## src/logic/dacc_pkg.sv

```systemverilog
// constants, register map and types of the dual converter control block
//
// Overview of operation
// - primary starts on software, timer two/three, pin
// - primary completion sets flag, optional interrupt
// - primary result latched into two result registers
// - software picks right or left alignment
// - window compare interrupts inside or outside range
// - primary selector: eight external plus temperature
// - external pairs single-ended or differential
// - primary gain one half to sixteen
// - primary reference: dac output or pin
// - primary shutdown under software control
// - primary starts limited to 100 ksps
// - secondary selector offers eight external channels
// - secondary gain one half to four
// - secondary starts on software, timer or pin
// - secondary may follow primary software starts
// - secondary result latched, flag, optional interrupt
// - secondary reference: analog supply or pin
// - secondary shutdown independent of primary
// - secondary starts limited to 500 ksps
// - external start routed from port pin
// - keeps running while processor is halted
package dacc_pkg;
    // register offsets
    localparam logic [7:0] PRI_CFG_OFS = 8'h00;
    localparam logic [7:0] PRI_CTL_OFS = 8'h01;
    localparam logic [7:0] PRI_DIFF_OFS = 8'h02;
    localparam logic [7:0] PRI_CMD_OFS = 8'h03;
    localparam logic [7:0] PRI_STAT_OFS = 8'h04;
    localparam logic [7:0] PRI_RES_LO_OFS = 8'h05;
    localparam logic [7:0] PRI_RES_HI_OFS = 8'h06;
    localparam logic [7:0] WIN_LO_L_OFS = 8'h07;
    localparam logic [7:0] WIN_LO_H_OFS = 8'h08;
    localparam logic [7:0] WIN_HI_L_OFS = 8'h09;
    localparam logic [7:0] WIN_HI_H_OFS = 8'h0a;
    localparam logic [7:0] SEC_CFG_OFS = 8'h10;
    localparam logic [7:0] SEC_CTL_OFS = 8'h11;
    localparam logic [7:0] SEC_CMD_OFS = 8'h12;
    localparam logic [7:0] SEC_STAT_OFS = 8'h13;
    localparam logic [7:0] SEC_RES_OFS = 8'h14;
    localparam logic [7:0] ROUTE_OFS = 8'h15;
    // reset values
    localparam logic [7:0] CFG_RST = 8'h00;
    localparam logic [15:0] WIN_HI_RST = 16'hffff;
    // field positions
    localparam int CMD_START_BIT = 0;
    localparam int CMD_CLR_DONE_BIT = 1;
    localparam int CMD_CLR_WIN_BIT = 2;
    // limits of the selector and gain codes
    localparam logic [3:0] PRI_TEMP_CHAN = 4'h8;
    localparam logic [2:0] PRI_GAIN_MAX = 3'h5;
    // timing
    localparam int CLK_PERIOD_PS = 5000;
    localparam int PRI_PERIOD_PS = 10000000;
    localparam int SEC_PERIOD_PS = 2000000;
    localparam int PRI_GAP_CYC = (PRI_PERIOD_PS + CLK_PERIOD_PS - 1) / CLK_PERIOD_PS;
    localparam int SEC_GAP_CYC = (SEC_PERIOD_PS + CLK_PERIOD_PS - 1) / CLK_PERIOD_PS;
    // start source selects
    typedef enum logic [1:0] {
        PSRC_SW = 2'h0,
        PSRC_TMR2 = 2'h1,
        PSRC_TMR3 = 2'h2,
        PSRC_PIN = 2'h3
    } dacc_psrc_t;
    typedef enum logic [1:0] {
        SSRC_SW = 2'h0,
        SSRC_TMR = 2'h1,
        SSRC_PIN = 2'h2,
        SSRC_SYNC = 2'h3
    } dacc_ssrc_t;
    // conversion sequence, gray along idle -> conv -> done
    typedef enum logic [1:0] {
        CV_IDLE = 2'b00,
        CV_CONV = 2'b01,
        CV_DONE = 2'b11
    } dacc_cv_t;
endpackage : dacc_pkg

```

## src/logic/dacc_ctrl.sv

```systemverilog
// digital control of the primary and secondary converters
`timescale 1ns/1ps
`default_nettype none
module dacc_ctrl
    import dacc_pkg::*;
#(
    parameter int RES_BITS = 12,
    parameter int PRI_GAP = PRI_GAP_CYC,
    parameter int SEC_GAP = SEC_GAP_CYC
) (
    input wire logic core_clk,
    input wire logic rst,
    input wire logic [7:0] reg_addr,
    input wire logic [7:0] reg_wdata,
    input wire logic reg_wr,
    input wire logic reg_rd,
    output logic [7:0] reg_rdata,
    input wire logic tmr2_ovf,
    input wire logic tmr3_ovf,
    input wire logic sec_tmr_ovf,
    input wire logic start_pin,
    output logic pri_start,
    input wire logic pri_conv_done,
    input wire logic [RES_BITS-1:0] pri_conv_data,
    output logic [3:0] pri_chan,
    output logic [3:0] pri_diff,
    output logic [2:0] pri_gain,
    output logic pri_ref_sel,
    output logic pri_shutdown,
    output logic pri_done_irq,
    output logic pri_win_irq,
    output logic sec_start,
    input wire logic sec_conv_done,
    input wire logic [7:0] sec_conv_data,
    output logic [2:0] sec_chan,
    output logic [1:0] sec_gain,
    output logic sec_ref_sel,
    output logic sec_shutdown,
    output logic sec_done_irq
);
    // all state below runs on every clock; no stall input exists
    // so a halted processor never freezes a conversion

    // register state
    logic [7:0] pri_cfg_reg;
    logic [7:0] pri_ctl_reg;
    logic [3:0] pri_diff_reg;
    logic [15:0] win_lo_reg;
    logic [15:0] win_hi_reg;
    logic [7:0] sec_cfg_reg;
    logic [7:0] sec_ctl_reg;
    logic route_reg;
    logic [15:0] pri_res_reg;
    logic [7:0] sec_res_reg;
    logic pri_done_reg;
    logic pri_win_reg;
    logic sec_done_reg;
    logic [7:0] rdata_reg;

    // decoded control fields
    logic pri_en;
    logic pri_left;
    dacc_psrc_t pri_src;
    logic pri_win_out;
    logic pri_done_ie;
    logic pri_win_ie;
    logic sec_en;
    dacc_ssrc_t sec_src;
    logic sec_done_ie;

    assign pri_en = pri_ctl_reg[0];
    assign pri_left = pri_ctl_reg[1];
    assign pri_src = dacc_psrc_t'(pri_ctl_reg[3:2]);
    assign pri_win_out = pri_ctl_reg[4];
    assign pri_done_ie = pri_ctl_reg[5];
    assign pri_win_ie = pri_ctl_reg[6];
    assign sec_en = sec_cfg_reg[6];
    assign sec_src = dacc_ssrc_t'(sec_ctl_reg[1:0]);
    assign sec_done_ie = sec_ctl_reg[2];

    // write strobes for the command registers
    logic wr_pri_cmd;
    logic wr_sec_cmd;
    assign wr_pri_cmd = reg_wr && (reg_addr == PRI_CMD_OFS);
    assign wr_sec_cmd = reg_wr && (reg_addr == SEC_CMD_OFS);

    // start pin synchroniser, three stages
    logic pin_q1_reg;
    logic pin_q2_reg;
    logic pin_q3_reg;
    logic pin_lvl_reg;
    logic pin_rise;
    always_ff @(posedge core_clk) begin
        if (rst) begin
            pin_q1_reg <= 1'b0;
            pin_q2_reg <= 1'b0;
            pin_q3_reg <= 1'b0;
        end else begin
            pin_q1_reg <= start_pin;
            pin_q2_reg <= pin_q1_reg;
            pin_q3_reg <= pin_q2_reg;
        end
    end

    // accepted level changes only when the last two stages agree
    always_ff @(posedge core_clk) begin
        if (rst) begin
            pin_lvl_reg <= 1'b0;
        end else if (pin_q2_reg == pin_q3_reg) begin
            pin_lvl_reg <= pin_q3_reg;
        end
    end
    // rising edge only when routed to the pin
    assign pin_rise = route_reg && pin_q2_reg && pin_q3_reg && !pin_lvl_reg;

    // start requests per source
    logic pri_sw_go;
    logic sec_sw_go;
    logic pri_trig;
    logic sec_trig;
    assign pri_sw_go = wr_pri_cmd && reg_wdata[CMD_START_BIT];
    assign sec_sw_go = wr_sec_cmd && reg_wdata[CMD_START_BIT];

    // primary trigger select
    always_comb begin
        case (pri_src)
            PSRC_SW: pri_trig = pri_sw_go;
            PSRC_TMR2: pri_trig = tmr2_ovf;
            PSRC_TMR3: pri_trig = tmr3_ovf;
            PSRC_PIN: pri_trig = pin_rise;
            default: pri_trig = 1'b0;
        endcase
    end

    // secondary trigger select
    always_comb begin
        case (sec_src)
            SSRC_SW: sec_trig = sec_sw_go;
            SSRC_TMR: sec_trig = sec_tmr_ovf;
            SSRC_PIN: sec_trig = pin_rise;
            SSRC_SYNC: sec_trig = pri_sw_go && pri_src == PSRC_SW;
            default: sec_trig = 1'b0;
        endcase
    end

    // rate guard counters
    logic [$clog2(PRI_GAP+1)-1:0] pri_gap_reg;
    logic [$clog2(SEC_GAP+1)-1:0] sec_gap_reg;
    dacc_cv_t pri_st_reg;
    dacc_cv_t sec_st_reg;
    logic pri_go;
    logic sec_go;
    // a start is taken only when idle, powered and the rate gap expired
    assign pri_go = pri_trig && pri_en && pri_st_reg == CV_IDLE && pri_gap_reg == '0;
    assign sec_go = sec_trig && sec_en && sec_st_reg == CV_IDLE && sec_gap_reg == '0;

    // primary start spacing
    always_ff @(posedge core_clk) begin
        if (rst) begin
            pri_gap_reg <= '0;
        end else if (pri_go) begin
            pri_gap_reg <= ($clog2(PRI_GAP+1))'(PRI_GAP - 1);
        end else if (pri_gap_reg != '0) begin
            pri_gap_reg <= pri_gap_reg - 1'b1;
        end
    end

    // secondary start spacing
    always_ff @(posedge core_clk) begin
        if (rst) begin
            sec_gap_reg <= '0;
        end else if (sec_go) begin
            sec_gap_reg <= ($clog2(SEC_GAP+1))'(SEC_GAP - 1);
        end else if (sec_gap_reg != '0) begin
            sec_gap_reg <= sec_gap_reg - 1'b1;
        end
    end

    // primary conversion sequence
    always_ff @(posedge core_clk) begin
        if (rst) begin
            pri_st_reg <= CV_IDLE;
        end else begin
            case (pri_st_reg)
                CV_IDLE: if (pri_go) pri_st_reg <= CV_CONV;
                CV_CONV: begin
                    if (!pri_en) pri_st_reg <= CV_IDLE;
                    else if (pri_conv_done) pri_st_reg <= CV_DONE;
                end
                CV_DONE: pri_st_reg <= CV_IDLE;
                default: pri_st_reg <= CV_IDLE;
            endcase
        end
    end

    // secondary conversion sequence
    always_ff @(posedge core_clk) begin
        if (rst) begin
            sec_st_reg <= CV_IDLE;
        end else begin
            case (sec_st_reg)
                CV_IDLE: if (sec_go) sec_st_reg <= CV_CONV;
                CV_CONV: begin
                    if (!sec_en) sec_st_reg <= CV_IDLE;
                    else if (sec_conv_done) sec_st_reg <= CV_DONE;
                end
                CV_DONE: sec_st_reg <= CV_IDLE;
                default: sec_st_reg <= CV_IDLE;
            endcase
        end
    end

    // one-cycle start pulses to the converters
    always_ff @(posedge core_clk) begin
        if (rst) begin
            pri_start <= 1'b0;
            sec_start <= 1'b0;
        end else begin
            pri_start <= pri_go;
            sec_start <= sec_go;
        end
    end

    // completion of a running conversion
    logic pri_fin;
    logic sec_fin;
    assign pri_fin = pri_st_reg == CV_CONV && pri_en && pri_conv_done;
    assign sec_fin = sec_st_reg == CV_CONV && sec_en && sec_conv_done;

    // justification and window test of the new primary word
    logic [15:0] pri_right;
    logic [15:0] pri_aligned;
    logic pri_inside;
    assign pri_right = 16'(pri_conv_data);
    assign pri_aligned = pri_left ? {pri_conv_data, (16-RES_BITS)'(0)} : pri_right;
    assign pri_inside = pri_right >= win_lo_reg && pri_right <= win_hi_reg;

    // result latching
    always_ff @(posedge core_clk) begin
        if (rst) begin
            pri_res_reg <= 16'h0000;
            sec_res_reg <= 8'h00;
        end else begin
            if (pri_fin) pri_res_reg <= pri_aligned;
            if (sec_fin) sec_res_reg <= sec_conv_data;
        end
    end

    // primary completion flag, a set in the clearing cycle wins
    always_ff @(posedge core_clk) begin
        if (rst) begin
            pri_done_reg <= 1'b0;
        end else if (pri_fin) begin
            pri_done_reg <= 1'b1;
        end else if (wr_pri_cmd && reg_wdata[CMD_CLR_DONE_BIT]) begin
            pri_done_reg <= 1'b0;
        end
    end

    // window flag, inside or outside as selected, set wins
    always_ff @(posedge core_clk) begin
        if (rst) begin
            pri_win_reg <= 1'b0;
        end else if (pri_fin && (pri_inside != pri_win_out)) begin
            pri_win_reg <= 1'b1;
        end else if (wr_pri_cmd && reg_wdata[CMD_CLR_WIN_BIT]) begin
            pri_win_reg <= 1'b0;
        end
    end

    // secondary completion flag, a set in the clearing cycle wins
    always_ff @(posedge core_clk) begin
        if (rst) begin
            sec_done_reg <= 1'b0;
        end else if (sec_fin) begin
            sec_done_reg <= 1'b1;
        end else if (wr_sec_cmd && reg_wdata[CMD_CLR_DONE_BIT]) begin
            sec_done_reg <= 1'b0;
        end
    end

    // interrupt requests, level while flag and enable stand
    always_ff @(posedge core_clk) begin
        if (rst) begin
            pri_done_irq <= 1'b0;
            pri_win_irq <= 1'b0;
            sec_done_irq <= 1'b0;
        end else begin
            pri_done_irq <= pri_done_reg && pri_done_ie;
            pri_win_irq <= pri_win_reg && pri_win_ie;
            sec_done_irq <= sec_done_reg && sec_done_ie;
        end
    end

    // configuration writes
    always_ff @(posedge core_clk) begin
        if (rst) begin
            pri_cfg_reg <= CFG_RST;
            pri_ctl_reg <= CFG_RST;
            pri_diff_reg <= 4'h0;
            win_lo_reg <= 16'h0000;
            win_hi_reg <= WIN_HI_RST;
            sec_cfg_reg <= CFG_RST;
            sec_ctl_reg <= CFG_RST;
            route_reg <= 1'b0;
        end else if (reg_wr) begin
            case (reg_addr)
                PRI_CFG_OFS: begin
                    pri_cfg_reg[3:0] <= (reg_wdata[3:0] > PRI_TEMP_CHAN) ? PRI_TEMP_CHAN : reg_wdata[3:0];
                    pri_cfg_reg[6:4] <= (reg_wdata[6:4] > PRI_GAIN_MAX) ? PRI_GAIN_MAX : reg_wdata[6:4];
                    pri_cfg_reg[7] <= reg_wdata[7];
                end
                PRI_CTL_OFS: pri_ctl_reg <= {1'b0, reg_wdata[6:0]};
                PRI_DIFF_OFS: pri_diff_reg <= reg_wdata[3:0];
                WIN_LO_L_OFS: win_lo_reg[7:0] <= reg_wdata;
                WIN_LO_H_OFS: win_lo_reg[15:8] <= reg_wdata;
                WIN_HI_L_OFS: win_hi_reg[7:0] <= reg_wdata;
                WIN_HI_H_OFS: win_hi_reg[15:8] <= reg_wdata;
                SEC_CFG_OFS: sec_cfg_reg <= {1'b0, reg_wdata[6:0]};
                SEC_CTL_OFS: sec_ctl_reg <= {5'h00, reg_wdata[2:0]};
                ROUTE_OFS: route_reg <= reg_wdata[0];
                default: ;
            endcase
        end
    end

    // analog-side control outputs
    always_ff @(posedge core_clk) begin
        if (rst) begin
            pri_chan <= 4'h0;
            pri_diff <= 4'h0;
            pri_gain <= 3'h0;
            pri_ref_sel <= 1'b0;
            pri_shutdown <= 1'b1;
            sec_chan <= 3'h0;
            sec_gain <= 2'h0;
            sec_ref_sel <= 1'b0;
            sec_shutdown <= 1'b1;
        end else begin
            pri_chan <= pri_cfg_reg[3:0];
            pri_diff <= pri_diff_reg;
            pri_gain <= pri_cfg_reg[6:4];
            pri_ref_sel <= pri_cfg_reg[7];
            pri_shutdown <= !pri_en;
            sec_chan <= sec_cfg_reg[2:0];
            sec_gain <= sec_cfg_reg[4:3];
            sec_ref_sel <= sec_cfg_reg[5];
            sec_shutdown <= !sec_en;
        end
    end

    // read data, valid the cycle after the strobe only
    always_ff @(posedge core_clk) begin
        if (rst) begin
            rdata_reg <= 8'h00;
        end else if (reg_rd) begin
            case (reg_addr)
                PRI_CFG_OFS: rdata_reg <= pri_cfg_reg;
                PRI_CTL_OFS: rdata_reg <= pri_ctl_reg;
                PRI_DIFF_OFS: rdata_reg <= {4'h0, pri_diff_reg};
                PRI_STAT_OFS: rdata_reg <= {5'h00, pri_st_reg != CV_IDLE, pri_win_reg, pri_done_reg};
                PRI_RES_LO_OFS: rdata_reg <= pri_res_reg[7:0];
                PRI_RES_HI_OFS: rdata_reg <= pri_res_reg[15:8];
                WIN_LO_L_OFS: rdata_reg <= win_lo_reg[7:0];
                WIN_LO_H_OFS: rdata_reg <= win_lo_reg[15:8];
                WIN_HI_L_OFS: rdata_reg <= win_hi_reg[7:0];
                WIN_HI_H_OFS: rdata_reg <= win_hi_reg[15:8];
                SEC_CFG_OFS: rdata_reg <= sec_cfg_reg;
                SEC_CTL_OFS: rdata_reg <= sec_ctl_reg;
                SEC_STAT_OFS: rdata_reg <= {6'h00, sec_st_reg != CV_IDLE, sec_done_reg};
                SEC_RES_OFS: rdata_reg <= sec_res_reg;
                ROUTE_OFS: rdata_reg <= {7'h00, route_reg};
                default: rdata_reg <= 8'h00;
            endcase
        end else begin
            rdata_reg <= 8'h00;
        end
    end
    assign reg_rdata = rdata_reg;
endmodule : dacc_ctrl
`default_nettype wire

```

## config.mk

```make
export PLATFORM = sky130hd
export DESIGN_NAME = dacc_ctrl
export DESIGN_NICKNAME = d
export VERILOG_FILES = /design/src/logic/dacc_pkg.sv /design/src/logic/dacc_ctrl.sv
export SDC_FILE = /design/constraint.sdc
export NUM_CORES = 1
export LEC_CHECK = 0
export BUFFER_PORTS_ARGS = -buffer_cell sky130_fd_sc_hd__buf_2
export CORE_MARGIN = 2
export CORE_UTILIZATION = 45
export CTS_CLUSTER_DIAMETER = 50
export CTS_CLUSTER_SIZE = 10
export DETAILED_ROUTE_END_ITERATION = 10
export PLACE_DENSITY = 0.68
export SKIP_LAST_GASP = 1
export SYNTH_ARGS = -nofsm -noshare
export SYNTH_HDL_FRONTEND = slang
export SYNTH_SLANG_ARGS = --single-unit
```

## constraint.sdc

```tcl
create_clock -name core_clk -period 5.2 [get_ports core_clk]
set_input_delay 1.04 -clock core_clk [delete_from_list [all_inputs] [get_ports core_clk]]
set_output_delay 1.04 -clock core_clk [all_outputs]
set_load 0.02 [all_outputs]
```

==> flow_metrics.env <==
export IMPL_setup_tns_ns=0
export IMPL_leakage_uw=0.003150
export IMPL_totalWireLength_mm=19.17
export IMPL_synth_edf_count=0
export IMPL_grt_pass1_wl_mm=30.50
export IMPL_synthArstFlopShare_pct=0
export IMPL_synthTopCellsByArea="dfxtp_1 44%, a21oi_1 5.7%, nand2_1 5.4%"
export IMPL_worst_path_buf_inv=1
export IMPL_cts_max_path_buffers=2
export IMPL_cts_hold_buf=0
export IMPL_ys_seq_area_share_pct=44.00
export IMPL_synth_nets=868
export IMPL_drive_above_1_share_pct=15.60
export IMPL_clock_latency_ns=0.44
export IMPL_setup_viol=0
export IMPL_crit_type="input pin to flop"
export IMPL_finalWorstSetupSlack_ns=2.139
export IMPL_fin_hold_ws_ns=0.4360
export IMPL_std_cell_rows=45
export IMPL_cts_setup_buffers=0
export IMPL_io_pins=79
export IMPL_cts_tree="yes"
export IMPL_yosysWarningCount=0
export IMPL_first_global_vias=5623
export IMPL_synth_common_cells="150 x dfxtp_1, 98 x nand2_1, 78 x a21oi_1"
export IMPL_ys_seq_elements=150
export IMPL_layout_min_cycle_time_ns=3.061
export IMPL_route_met2_wl_mm=8.782
export IMPL_status="completed"
export IMPL_pwr_density_cell_nw_per_um2=383.0
export IMPL_start_util_pct=45.39
export IMPL_clock_skew_final_ns=0.008466
export IMPL_drtAntennaViolNets=0
export IMPL_first_pass_iters=6
export IMPL_synth_top_cell_area_share_pct=44.00
export IMPL_die_w_um=127.1
export IMPL_globalplace_congestion=0.8783
export IMPL_routed_top_layer="met4"
export IMPL_insertedDiodeCount=0
export IMPL_dpl_worst_slack_ns=1.789
export IMPL_hpwlAfterDp_mm=13.55
export IMPL_cp_required_ns=5.57
export IMPL_met3_length_mm=1.263
export IMPL_cpPeakStageDelay_ns=0.70
export IMPL_cts_resized=0
export IMPL_hold_viol_final=0
export IMPL_critical_path_top_delay_family="simple AND/OR/NAND/NOR gates"
export IMPL_cap_violations=0
export IMPL_fin_crit_sh_pct=58.87
export IMPL_syn_area_um2=6824
export IMPL_postSynthCellCount=795
export IMPL_wl_per_cell_um=18.31
export IMPL_vias=6099
export IMPL_vdd_ir_drop_max_mv=0.2506
export IMPL_cts_htree_levels=4
export IMPL_hp_class="flop to flop"
export IMPL_core_area_um2=15030
export IMPL_drc=0
export IMPL_yosysTopAreaCell="dfxtp_1"
export IMPL_cts_buffers=17
export IMPL_clockRootBuffer="clkbuf_16"
export IMPL_wl_met1_mm=8.708
export IMPL_drv_slew=0
export IMPL_area_growth_syn_to_layout_pct=15.80
export IMPL_clkTransAtPathRegs_ns=0.06
export IMPL_max_slew_margin_pct=35.86
export IMPL_rsz0062_at_grt="no"
export IMPL_grt_max_degree=88
export IMPL_worst_pin_slew_ns=0.9590
export IMPL_cp_max_fo=18
export IMPL_arrival_ns=3.43
export IMPL_antenna_found_initial=0
export IMPL_startpoint_type="input pin"
export IMPL_path_cells="buf_2 -> or4_4 -> nor3_4 -> nand2_1 -> nor3b_1 -> a21oi_1 -> nor2_1"
export IMPL_crit_slowest_cell="nor3_4"
export IMPL_ys_types=61
export IMPL_clock_sinks=150
export IMPL_avgSynthCellArea_um2=8.584
export IMPL_yosysMostFrequentCell="dfxtp_1"
export IMPL_fp_dieH_um=127.1
export IMPL_viasPerCell=5.825
export IMPL_fmax_mhz=326.7
export IMPL_drt_iter0_drc=580
export IMPL_end_kind="flop"
export IMPL_die_area_um2=16170
export IMPL_track_usage_pct=24.44
export IMPL_grt_overflow=0
export IMPL_final_nets=919
export IMPL_port_buffers=78
export IMPL_synth_flop_cell="dfxtp_1"
[layout by cell type, fill, tap and decap left out, types with 9 or more instances in the layout]
cell type  synthesis  routed
a22oi_1           12      12
o211ai_1          15      15
nand3_1           47      47
nor2_1            65      65
a222oi_1          10      10
buf_2              8      77
clkbuf_16          0      17
a211oi_1          17      17
mux2i_1           31      31
a221oi_1           9       9
nor4_1            10      10
nor3_1            11      11
nor2b_1           27      27
nand2_1           98      98
dfxtp_1          150     150
a21oi_1           78      78
o21ai_0           13      13
ha_1              27      27
inv_1             34      34
[path summary, 6_finish.rpt]
kind	to	cells past startpoint	slack, ns	start
min reg2reg	pin_q2_reg	1	0.44	pin_q1_reg
min	pin_q2_reg	1	0.44	pin_q1_reg
max reg2reg	sec_gap_reg[7]	6	3.01	sec_gap_reg[4]
max	pri_cfg_reg[1]	7	2.14	reg_addr[4]
[through the flow]
stage | cell area (um2) | cells | utilization (%) | total power, uW
CTS | 7903 | 1047 | 52.57 | 3039
global placement | 7302 | 1015 | 48.57 | 1793
floorplan | 6824 | 795 | - | 1681
finish | 7903 | 1047 | 52.57 | 3026
global route | 7903 | 1047 | 52.57 | 3181
detailed placement | 7302 | 1015 | 48.57 | 1801
[cell type report]
cell class / count / area [um2]
clock inverters: 13 / 147.6
clock buffers: 19 / 452.9
repair buffers: 84 / 437.9
flip-flops and latches: 150 / 3003
well taps: 188 / 235.2
fillers: 1422 / 7131
inverters: 34 / 127.6
multi-input cells: 559 / 3498
[cell families after synthesis]
family / synth area share (%)
muxes: 4.877
DFF: 44.00
xor gates and xnor gates: 0.7701
adders and majority gates: 4.950
buffers and inverters: 4.877
and+or+nand+nor: 22.94
AOI/OAI and AO/OA: 17.58
[per-layer routing]
layer	global-route usage, %	up-vias
li1	-	2960
met5	0	-
met2	38.14	235
met4	8.856	0
met1	33.76	2869
met3	4.941	35
[report_power, final]
part | switching, uW | internal (uW)
logic | 299 | 204
registers | 58.0 | 1220
clock network | 510 | 736
total | 867 | 2160
Power figures use the tool's default switching activity.
